[config.mk]
export PLATFORM = sky130hd
export DESIGN_NAME = hpc_regs
export DESIGN_NICKNAME = d
export VERILOG_FILES = /design/src/verilog/hpc_pkg.sv /design/src/verilog/hpc_regs.sv /design/src/verilog/hpc_cmd_check.sv
export SDC_FILE = /design/constraint.sdc
export NUM_CORES = 1
export LEC_CHECK = 0
export BUFFER_PORTS_ARGS = -buffer_cell sky130_fd_sc_hd__buf_2
export CORE_MARGIN = 3
export CORE_UTILIZATION = 30
export CTS_BUF_LIST = sky130_fd_sc_hd__clkbuf_8
export CTS_CLUSTER_SIZE = 16
export DETAILED_ROUTE_END_ITERATION = 6
export PLACE_DENSITY = 0.48
export SLEW_MARGIN = 20
export SYNTH_ARGS = -nofsm -noshare
export SYNTH_HDL_FRONTEND = slang
export SYNTH_SLANG_ARGS = --single-unit
[constraint.sdc]
create_clock -name clk_sys -period 3.1 [get_ports clk_sys]
set_input_delay 0.31 -clock clk_sys [delete_from_list [all_inputs] [get_ports clk_sys]]
set_output_delay 0.31 -clock clk_sys [all_outputs]
set_load 0.005 [all_outputs]
[src/verilog/hpc_pkg.sv]
// hot plug controller register set: shared constants and types
// Function
// hot plug disabled makes whole set reserved
// base offset word always reads zero
// write-once slot counts per bus mode
// slot configuration word fields held
// current bus mode read-only code
// command writes dropped while busy
// target applies only to slot operations
// indicator field decode keep/on/blink/off
// slot state field decode
// busy fall updates at most one error
// error bits held until next busy fall
// invalid speed/mode error cases
// invalid command error cases
// latch open error on power/enable
// status bit 0 busy while executing
// slot interrupt locator bits
// completion interrupt locator bit 0
// slot system error locator bits
// arbiter system error locator bit 0
// wake term sets power event status
// interrupt when wake and unmasked
// system error when pending and unmasked
// arbiter timeout status, write one clears
// completion status and four masks reset one; the code resets completion status to zero
// slot enabled only when state 10b
// command code classification
package hpc_pkg;
  localparam logic [5:0] OFF_BASE     = 6'h00;
  localparam logic [5:0] OFF_AVAIL1   = 6'h04;
  localparam logic [5:0] OFF_AVAIL2   = 6'h08;
  localparam logic [5:0] OFF_SLOTCFG  = 6'h0c;
  localparam logic [5:0] OFF_BUSCFG   = 6'h10;
  localparam logic [5:0] OFF_CMD      = 6'h14;
  localparam logic [5:0] OFF_STATUS   = 6'h16;
  localparam logic [5:0] OFF_IRQLOC   = 6'h18;
  localparam logic [5:0] OFF_SERRLOC  = 6'h1c;
  localparam logic [5:0] OFF_SERRINT  = 6'h20;
  localparam logic [31:0] AVAIL1_MASK = 32'h1f1f1f1f;
  localparam logic [31:0] AVAIL2_MASK = 32'h0000001f;
  localparam logic [31:0] SLOTCFG_MASK = 32'he7ff1f1f;
  localparam logic [15:0] CMD_MASK    = 16'h1fff;
  localparam logic [3:0]  MASK_RESET  = 4'hf;
  localparam int COMPLETION_STATUS_BIT = 16;
  localparam int ATO_STS_BIT = 17;
  localparam int ERR_SPEED = 2;
  localparam int ERR_CMD = 1;
  localparam int ERR_LATCH = 0;
  localparam logic [2:0] MODE_MAX = 3'h4;
  localparam logic [1:0] SS_CODE_ENABLED = 2'h2;
  localparam logic [4:0] MODE_CMD_PREFIX = 5'h08;
  localparam logic [7:0] CMD_POWER_ALL = 8'h48;
  localparam logic [7:0] CMD_ENABLE_ALL = 8'h49;
  localparam logic [7:0] PROG_IF_DEFAULT = 8'h01; // arbitrary value

  typedef enum logic [1:0] {IND_KEEP, IND_ON, IND_BLINK, IND_OFF} hpc_ind_t;
  typedef enum logic [1:0] {SS_KEEP, SS_POWER, SS_ENABLE, SS_DISABLE} hpc_ss_t;
  typedef enum logic [1:0] {OP_SLOT, OP_MODE, OP_POWER_ALL, OP_ENABLE_ALL} hpc_kind_t;

  typedef struct packed {
    logic       start;
    hpc_kind_t  kind;
    logic [4:0] target;
    hpc_ind_t   attn;
    hpc_ind_t   power;
    hpc_ss_t    slot;
    logic [2:0] mode;
  } hpc_op_t;

  typedef struct packed {
    logic        busy;
    logic        failing;
    logic [2:0]  err;
    logic [2:0]  errPend;
    logic        ccSts;
    logic        atoSts;
    logic [3:0]  mask;
    logic [31:0] avail1;
    logic [31:0] avail2;
    logic [31:0] slotCfg;
    logic [2:0]  locked;
    logic [15:0] cmd;
    logic [23:0] arbCnt;
    hpc_op_t     op;
    logic [31:0] rdata;
    logic        wake;
    logic        irq;
    logic        serr;
  } hpc_state_t;

  function automatic logic [4:0] avail_at(input logic [2:0] mode,
                                          input logic [31:0] a1,
                                          input logic [31:0] a2);
    case (mode)
      3'h0: avail_at = a1[4:0];
      3'h1: avail_at = a2[4:0];
      3'h2: avail_at = a1[12:8];
      3'h3: avail_at = a1[20:16];
      3'h4: avail_at = a1[28:24];
      default: avail_at = 5'h00;
    endcase
  endfunction : avail_at
endpackage : hpc_pkg

[src/verilog/hpc_regs.sv]
// hot plug controller working register set
`timescale 1ns/1ps
module hpc_regs #(
  parameter int ARB_TIMEOUT = 8388608
) (
  input  wire logic              clk_sys,
  input  wire logic              srst,
  input  wire logic              hotplugEnable,
  input  wire logic [5:0]        regAddr,
  input  wire logic              regWr,
  input  wire logic              regRd,
  input  wire logic [3:0]        regBe,
  input  wire logic [31:0]       regWdata,
  output logic [31:0]            regRdata,
  input  wire logic [2:0]        busMode,
  input  wire logic [3:0][1:0]   slotState,
  input  wire logic [3:0][2:0]   slotMaxMode,
  input  wire logic [3:0]        latchOpen,
  input  wire logic [3:0][4:0]   slotIrqStatus,
  input  wire logic [3:0][4:0]   slotIrqMask,
  input  wire logic [3:0][1:0]   slotSerrStatus,
  input  wire logic [3:0][1:0]   slotSerrMask,
  input  wire logic              hpBusReq,
  input  wire logic              busGrant,
  input  wire logic              pclkTick,
  input  wire logic              opDone,
  output hpc_pkg::hpc_op_t       op,
  output logic                   controllerBusy,
  output logic                   wakeTerm,
  output logic                   controllerIrq,
  output logic                   controllerSyserr
);
  if (ARB_TIMEOUT < 2 || ARB_TIMEOUT > 16777215) begin : g_bad_timeout
    $error("ARB_TIMEOUT out of range");
  end

  localparam logic [23:0] ATO_LAST = 24'(ARB_TIMEOUT - 1);
  localparam logic [23:0] ATO_FULL = 24'(ARB_TIMEOUT);
  localparam int          CC_BIT   = hpc_pkg::COMPLETION_STATUS_BIT;
  localparam int          ATO_BIT  = hpc_pkg::ATO_STS_BIT;

  hpc_pkg::hpc_state_t s, next_s;
  hpc_pkg::hpc_kind_t  chkKind;
  logic [2:0]          chkErr;
  logic [3:0]          irqPend, serrPend;
  logic [4:0]          irqLoc, serrLoc;
  logic                wr, rd, busyFall, wakeNow, serrNow;
  logic [31:0]         word, wd;
  logic [3:0]          be;
  logic [31:0]         bmask;

  hpc_cmd_check u_check (
    .code        (regWdata[7:0]),
    .target_slot         (regWdata[12:8]),
    .slots_implemented         (s.slotCfg[4:0]),
    .curMode     (busMode),
    .avail1      (s.avail1),
    .avail2      (s.avail2),
    .slotState   (slotState),
    .slotMaxMode (slotMaxMode),
    .latchOpen   (latchOpen),
    .kind        (chkKind),
    .err         (chkErr)
  );

  always_comb begin
    wr = regWr && hotplugEnable;
    rd = regRd && hotplugEnable;
    for (int i = 0; i < 4; i++) begin
      irqPend[i]  = |(slotIrqStatus[i] & ~slotIrqMask[i]);
      serrPend[i] = |(slotSerrStatus[i] & ~slotSerrMask[i]);
    end
    irqLoc  = {irqPend, s.ccSts & ~s.mask[2]};
    serrLoc = {serrPend, s.atoSts & ~s.mask[3]};
    wakeNow = irqLoc != 5'h00;
    serrNow = !s.mask[1] && serrLoc != 5'h00;
    // a 16-bit write at the upper half moves its low lanes up to the upper half
    if (regAddr[1]) begin
      wd = {regWdata[15:0], regWdata[15:0]};
      be = {regBe[1:0], 2'h0};
    end else begin
      wd = regWdata;
      be = regBe;
    end
    for (int b = 0; b < 4; b++) bmask[b*8 +: 8] = {8{be[b]}};
    word = 32'h0;
    if ({regAddr[5:2], 2'h0} == hpc_pkg::OFF_BASE) word = 32'h0;
    else if ({regAddr[5:2], 2'h0} == hpc_pkg::OFF_AVAIL1) word = s.avail1;
    else if ({regAddr[5:2], 2'h0} == hpc_pkg::OFF_AVAIL2) word = s.avail2;
    else if ({regAddr[5:2], 2'h0} == hpc_pkg::OFF_SLOTCFG) word = s.slotCfg;
    else if ({regAddr[5:2], 2'h0} == hpc_pkg::OFF_BUSCFG)
      word = {hpc_pkg::PROG_IF_DEFAULT, 21'h0, busMode};
    else if ({regAddr[5:2], 2'h0} == hpc_pkg::OFF_CMD)
      word = {12'h0, s.err, s.busy, s.cmd};
    else if ({regAddr[5:2], 2'h0} == hpc_pkg::OFF_IRQLOC) word = {27'h0, irqLoc};
    else if ({regAddr[5:2], 2'h0} == hpc_pkg::OFF_SERRLOC) word = {27'h0, serrLoc};
    else if ({regAddr[5:2], 2'h0} == hpc_pkg::OFF_SERRINT)
      word = {14'h0, s.atoSts, s.ccSts, 12'h0, s.mask};
    if (regAddr[1]) word = {16'h0, word[31:16]};

    next_s = s;
    next_s.op.start = 1'b0;
    if (rd) next_s.rdata = word;
    else if (regRd) next_s.rdata = 32'h0;

    if (wr && {regAddr[5:2], 2'h0} == hpc_pkg::OFF_AVAIL1 && !s.locked[0]) begin
      next_s.avail1 = (s.avail1 & ~bmask) | (wd & bmask & hpc_pkg::AVAIL1_MASK);
      next_s.locked[0] = 1'b1;
    end
    if (wr && {regAddr[5:2], 2'h0} == hpc_pkg::OFF_AVAIL2 && !s.locked[1]) begin
      next_s.avail2 = (s.avail2 & ~bmask) | (wd & bmask & hpc_pkg::AVAIL2_MASK);
      next_s.locked[1] = 1'b1;
    end
    if (wr && {regAddr[5:2], 2'h0} == hpc_pkg::OFF_SLOTCFG && !s.locked[2]) begin
      next_s.slotCfg = (s.slotCfg & ~bmask) | (wd & bmask & hpc_pkg::SLOTCFG_MASK);
      next_s.locked[2] = 1'b1;
    end

    // completion: a failed command drops busy one cycle after acceptance
    busyFall = s.busy && (s.failing || opDone);
    if (busyFall) begin
      next_s.busy = 1'b0;
      next_s.failing = 1'b0;
      next_s.err = s.errPend;
      next_s.ccSts = 1'b1;
    end
    // the command word is checked only when whole, so both low lanes are needed
    if (wr && regAddr == hpc_pkg::OFF_CMD && be[1:0] == 2'h3 && !s.busy) begin
      next_s.cmd = wd[15:0] & hpc_pkg::CMD_MASK;
      next_s.busy = 1'b1;
      next_s.failing = chkErr != 3'h0;
      next_s.errPend = chkErr; // shown only when busy falls, old bits stay until then
      next_s.op.start = chkErr == 3'h0;
      next_s.op.kind = chkKind;
      next_s.op.target = chkKind == hpc_pkg::OP_SLOT ? wd[12:8] : 5'h00;
      next_s.op.attn = hpc_pkg::hpc_ind_t'(wd[5:4]);
      next_s.op.power = hpc_pkg::hpc_ind_t'(wd[3:2]);
      next_s.op.slot = hpc_pkg::hpc_ss_t'(wd[1:0]);
      next_s.op.mode = wd[2:0];
    end

    if (hpBusReq && !busGrant) begin
      if (pclkTick && s.arbCnt != ATO_FULL) next_s.arbCnt = s.arbCnt + 24'h1;
    end else begin
      next_s.arbCnt = 24'h0;
    end
    if (wr && {regAddr[5:2], 2'h0} == hpc_pkg::OFF_SERRINT) begin
      if (be[0]) next_s.mask = wd[3:0];
      if (be[2] && wd[CC_BIT]) next_s.ccSts = 1'b0;
      if (be[2] && wd[ATO_BIT]) next_s.atoSts = 1'b0;
    end
    // hardware set wins over a same-cycle clear
    if (busyFall) next_s.ccSts = 1'b1;
    if (hpBusReq && !busGrant && pclkTick && s.arbCnt == ATO_LAST)
      next_s.atoSts = 1'b1;

    next_s.wake = wakeNow;
    next_s.irq = wakeNow && !s.mask[0];
    next_s.serr = serrNow;
  end

  always_ff @(posedge clk_sys) begin
    if (srst) begin
      s <= '0;
      s.mask <= hpc_pkg::MASK_RESET;
    end else begin
      s <= next_s;
    end
  end

  assign regRdata = s.rdata;
  assign op = s.op;
  assign controllerBusy = s.busy;
  assign wakeTerm = s.wake;
  assign controllerIrq = s.irq;
  assign controllerSyserr = s.serr;
endmodule : hpc_regs

[src/verilog/hpc_cmd_check.sv]
// command classification and error checking for the hot plug controller
`timescale 1ns/1ps
module hpc_cmd_check (
  input  wire logic [7:0]       code,
  input  wire logic [4:0]       target_slot,
  input  wire logic [4:0]       slots_implemented,
  input  wire logic [2:0]       curMode,
  input  wire logic [31:0]      avail1,
  input  wire logic [31:0]      avail2,
  input  wire logic [3:0][1:0]  slotState,
  input  wire logic [3:0][2:0]  slotMaxMode,
  input  wire logic [3:0]       latchOpen,
  output hpc_pkg::hpc_kind_t    kind,
  output logic [2:0]            err
);
  logic       slotOp, modeOp, pwrAll, enAll, tgtOk, tgtEn;
  logic [1:0] idx;
  logic [2:0] reqMode, tgtMax;
  logic [4:0] availCur, availReq;
  logic [2:0] enCount;
  logic [3:0] enabled, implemented;
  logic       badCmd, badSpeed, badLatch, enSlowCur, enSlowReq, anySlow;

  always_comb begin
    slotOp = code[7:6] == 2'h0;
    modeOp = code[7:3] == hpc_pkg::MODE_CMD_PREFIX;
    pwrAll = code == hpc_pkg::CMD_POWER_ALL;
    enAll  = code == hpc_pkg::CMD_ENABLE_ALL;
    reqMode = code[2:0];
    if (modeOp) kind = hpc_pkg::OP_MODE;
    else if (pwrAll) kind = hpc_pkg::OP_POWER_ALL;
    else if (enAll) kind = hpc_pkg::OP_ENABLE_ALL;
    else kind = hpc_pkg::OP_SLOT;
    tgtOk = target_slot != 5'h00 && target_slot <= slots_implemented && target_slot <= 5'h04;
    idx = 2'(target_slot - 5'h01);
    enCount = 3'h0;
    anySlow = 1'b0;
    enSlowCur = 1'b0;
    enSlowReq = 1'b0;
    for (int i = 0; i < 4; i++) begin
      enabled[i] = slotState[i] == hpc_pkg::SS_CODE_ENABLED;
      implemented[i] = 5'(i + 1) <= slots_implemented;
      enCount = enCount + 3'(enabled[i]);
      if (implemented[i] && slotMaxMode[i] < curMode) anySlow = 1'b1;
      if (enabled[i] && slotMaxMode[i] < reqMode) enSlowReq = 1'b1;
    end
    tgtEn  = tgtOk && enabled[idx];
    tgtMax = slotMaxMode[idx];
    enSlowCur = tgtOk && tgtMax < curMode;
    availCur = hpc_pkg::avail_at(curMode, avail1, avail2);
    availReq = hpc_pkg::avail_at(reqMode, avail1, avail2);
    badCmd = !(slotOp || modeOp || pwrAll || enAll)
          || (modeOp && reqMode > hpc_pkg::MODE_MAX)
          || (slotOp && !tgtOk)
          || (slotOp && code[1:0] == 2'(hpc_pkg::SS_ENABLE) && target_slot > availCur)
          || (slotOp && code[1:0] == 2'(hpc_pkg::SS_POWER) && tgtEn)
          || ((pwrAll || enAll) && enabled != 4'h0)
          || (modeOp && availReq == 5'h00);
    badSpeed = (slotOp && code[1:0] == 2'(hpc_pkg::SS_ENABLE) && enSlowCur)
            || (enAll && anySlow)
            || (modeOp && enSlowReq)
            || (modeOp && availReq != 5'h00 && availReq < 5'(enCount));
    badLatch = slotOp && tgtOk && latchOpen[idx]
            && (code[1:0] == 2'(hpc_pkg::SS_POWER) || code[1:0] == 2'(hpc_pkg::SS_ENABLE));
    err = 3'h0;
    if (badCmd) err[hpc_pkg::ERR_CMD] = 1'b1;
    else if (badSpeed) err[hpc_pkg::ERR_SPEED] = 1'b1;
    else if (badLatch) err[hpc_pkg::ERR_LATCH] = 1'b1;
  end
endmodule : hpc_cmd_check

==> Flow_metrics.wiki <==
{| class="wikitable"
! Metric !! Value
|-
| Result of the run || completed
|-
| Distinct cell type count of the synthesized netlist || 77
|-
| Final hold violation count || 0
|-
| Count of nets left with antenna violations after detail routing || 0
|-
| Number of antenna violations at the first check in global routing || 2
|-
| Clock transition at the registers of the reported paths || 100 ps
|-
| HPWL reported at the end of detailed placement || 29000 µm
|-
| Net count after synthesis || 1391
|-
| CP Capture Type || flip-flop
|-
| Share of post-route cells with drive strength above 1 || 21.86%
|-
| Post-Place Worst Slack || 182.4 ps
|-
| Number of buffers inserted during clock tree synthesis || 17
|-
| Top library cells by usage in the layout, fill and taps aside || dfxtp_1, buf_2, nor2_1
|-
| Worst IR Drop VDD || 0.2407 mV
|-
| TritonCTS clock tree || built
|-
| H-tree depth || 4
|-
| Worst-case reg-to-reg path depth || 9
|-
| Full die area || 37070 µm²
|-
| Max Fclk || 398.1 MHz
|-
| Library cell used as clock root buffer || clkbuf_8
|-
| Max_slew headroom || 31.91%
|-
| Area grow syn2layout || 14.10%
|-
| Via count of the routed design || 9431
|-
| Number of vias per cell || 5.234
|-
| I/O Buffers || 186
|-
| Final setup viols || 0
|-
| Class of the tightest hold or removal check || input port to flip-flop
|-
| Share of synthesized registers carrying an async set or reset || 0%
|-
| Worst Path Arrival || 2880 ps
|-
| Synth area leaders || dfxtp_1, mux2i_1, nor2_1
|-
| #FFs+latches synth || 193
|-
| Final routed wire length divided by cell count || 20.87 µm
|-
| Largest net degree at the start of global routing || 90
|-
| Power density of the placed cells || 391.3 nW/µm²
|-
| Total of max-cap violations || 0
|-
| Via count of the first global-routing pass || 9033
|-
| Final worst path period share || 81.02%
|-
| Area after DPL || 11540 µm²
|-
| Filler cell count in the final layout || 3637
|-
| Number of iterations in the first detailed-routing pass || 7
|-
| Number of pins exceeding their max-slew limit in the final report || 0
|-
| Final sum of negative setup slack || 0 ps
|-
| Clock Tree Buf Depth || 2
|-
| Mean area per synthesized cell || 8.585 µm²
|-
| Remaining global-route overflow || 0
|-
| RSZ-0062 raised after global routing || no
|-
| Synth area leader || dfxtp_1
|-
| Total core area || 33950 µm²
|-
| Static leakage || 4.890 nW
|-
| Vertical extent of the die || 192.5 µm
|-
| Time the final worst path needs with I/O delays and setup || 2512 ps
|-
| Predominant post-synthesis flop cell || dfxtp_1
|-
| Ys Warns || 0
|-
| WP data required || 3470 ps
|-
| Horizontal die dimension || 192.5 µm
|-
| Setup skew after layout || 21.74 ps
|-
| GPL Wtd Cong || 0.9102
|-
| Cells after synthesis || 1216
|-
| Insertion delay of the later-clocked pin in the worst-skew pair || 490 ps
|-
| Worst-path maximum fanout || 3
|-
| Cell area after synthesis || 10440 µm²
|-
| Final layout net count || 1518
|-
| Boundary pin count || 187
|-
| Post-synthesis sequential area ratio || 37.01%
|-
| Kind of start point of the critical path || flip-flop
|-
| Site row count || 67
|-
| Count of instances resized after the clock tree is built || 0
|-
| Clock sink count || 193
|-
| Starting density of the core || 30.75%
|-
| Number of stages on the worst hold path || 3
|-
| Antenna diode instance count || 0
|-
| DRC viols || 0
|-
| Total routing resource utilization after global routing || 20.09%
|-
| Number of buffers inserted by post-CTS setup repair || 0
|-
| Post-synth EDFFs || 0
|-
| Number of violations reported at the end of detailed-routing iteration 0 || 763
|-
| Setup ws final || 588.3 ps
|-
| Area share of the largest cell type after synthesis || 37.01%
|-
| Total wirelength of the detailed-routed design || 37610 µm
|-
| Global-route wire length before repair || 55630 µm
|-
| Most common library cell in the layout ignoring fill and taps || dfxtp_1
|-
| Transition time at the pin with the least slew margin || 1020 ps
|-
| Final design area excluding fillers || 11910 µm²
|-
| Hold Worst Slack || 143.5 ps
|-
| Kind of critical path || flip-flop to flip-flop
|}
-- timing repair --
| action | in CTS | in global routing |
|---|---|---|
| endpoints found under the setup margin | 0 | 0 |
| hold buffers | 1 | 0 |
| endpoints found under the hold margin | 1 | 0 |
-- report_power, final --
group / switching [W] / internal [W] / leakage, nW / total [W]
Clock: 0.000896 / 0.000685 / 0.178 / 0.00158
Combinational: 0.000374 / 0.000215 / 3.16 / 0.000589
Sequential: 0.00000620 / 0.00248 / 1.55 / 0.00249
Total: 0.00128 / 0.00338 / 4.89 / 0.00466
-- per-stage QoR --
step | power [W] | cells | utilization, %
after floorplan | 0.002871 | 1216 | -
after global placement | 0.003132 | 1771 | 33.98
after detailed placement | 0.003136 | 1771 | 33.98
after CTS | 0.004718 | 1802 | 35.08
after global routing | 0.004864 | 1802 | 35.08
final | 0.004660 | 1802 | 35.08
-- worst max-delay path, cell delays in order, from the launching register on --
cell and delay, ps:
dfxtp_1 460, inv_1 120, ha_1 290, nor2b_1 140
o31ai_1 200, a21oi_1 130, or4_1 470, nand2_1 100
nand4_1 170, o31a_1 330
-- synthesized netlist by cell type, types with 7 or more instances --
| cell type | number |
|---|---|
| nand2b_1 | 14 |
| a222oi_1 | 19 |
| o21ai_0 | 33 |
| xnor2_1 | 7 |
| nor3b_1 | 24 |
| clkbuf_1 | 38 |
| and2_1 | 26 |
| a211oi_1 | 27 |
| o22ai_1 | 8 |
| nor2_1 | 155 |
| buf_4 | 53 |
| dfxtp_1 | 193 |
| xor2_1 | 13 |
| nand2_1 | 114 |
| nor3_1 | 16 |
| mux2i_1 | 76 |
| a21oi_1 | 79 |
| a22oi_1 | 30 |
| mux4_2 | 7 |
| buf_2 | 15 |
| ha_1 | 40 |
| or3_1 | 7 |
| nand4_1 | 7 |
| nor4_1 | 9 |
| nand3_1 | 18 |
| inv_1 | 55 |
| and3_1 | 10 |
-- kinds of logic after synthesis --
group	synth area share, %
flops	37.01
xor+xnor	1.678
simple gates	21.55
buf+inv	8.450
mux	9.337
fa+ha+maj	4.986
compound gates	16.98
-- path summary, 6_finish.rpt --
path | end | slack [ps] | start
max | s[203]$_SDFFE_PP0P_ | 590 | flip-flop
min | regRdata[13]$_SDFFE_PP0P_ | 140 | regRd
max reg2reg | s[203]$_SDFFE_PP0P_ | 590 | flip-flop
min reg2reg | op[14]$_SDFFE_PP0P_ | 460 | op[14]$_SDFFE_PP0P_
-- layer usage --
layer  up-vias  part of all wire (%)  global-route usage (%)
li1       4525                     -                       -
met1      4510                    48                   28.66
met2       357                    43                   30.30
met3        37                   7.6                   4.469
met4         2                   1.9                   5.828
met5         -                 0.035                       0
-- final cells by class --
class	count	area [µm²]	area share [%]
clock buffer	20	275.3	2.311
clock inverter	10	88.84	0.7459
multi-input combinational	852	5693	47.80
inverter	58	217.7	1.828
tap	448	560.5	4.706
timing repair buffer	221	1211	10.17
sequential	193	3864	32.44
No activity file was read; power rests on OpenSTA's default activity.
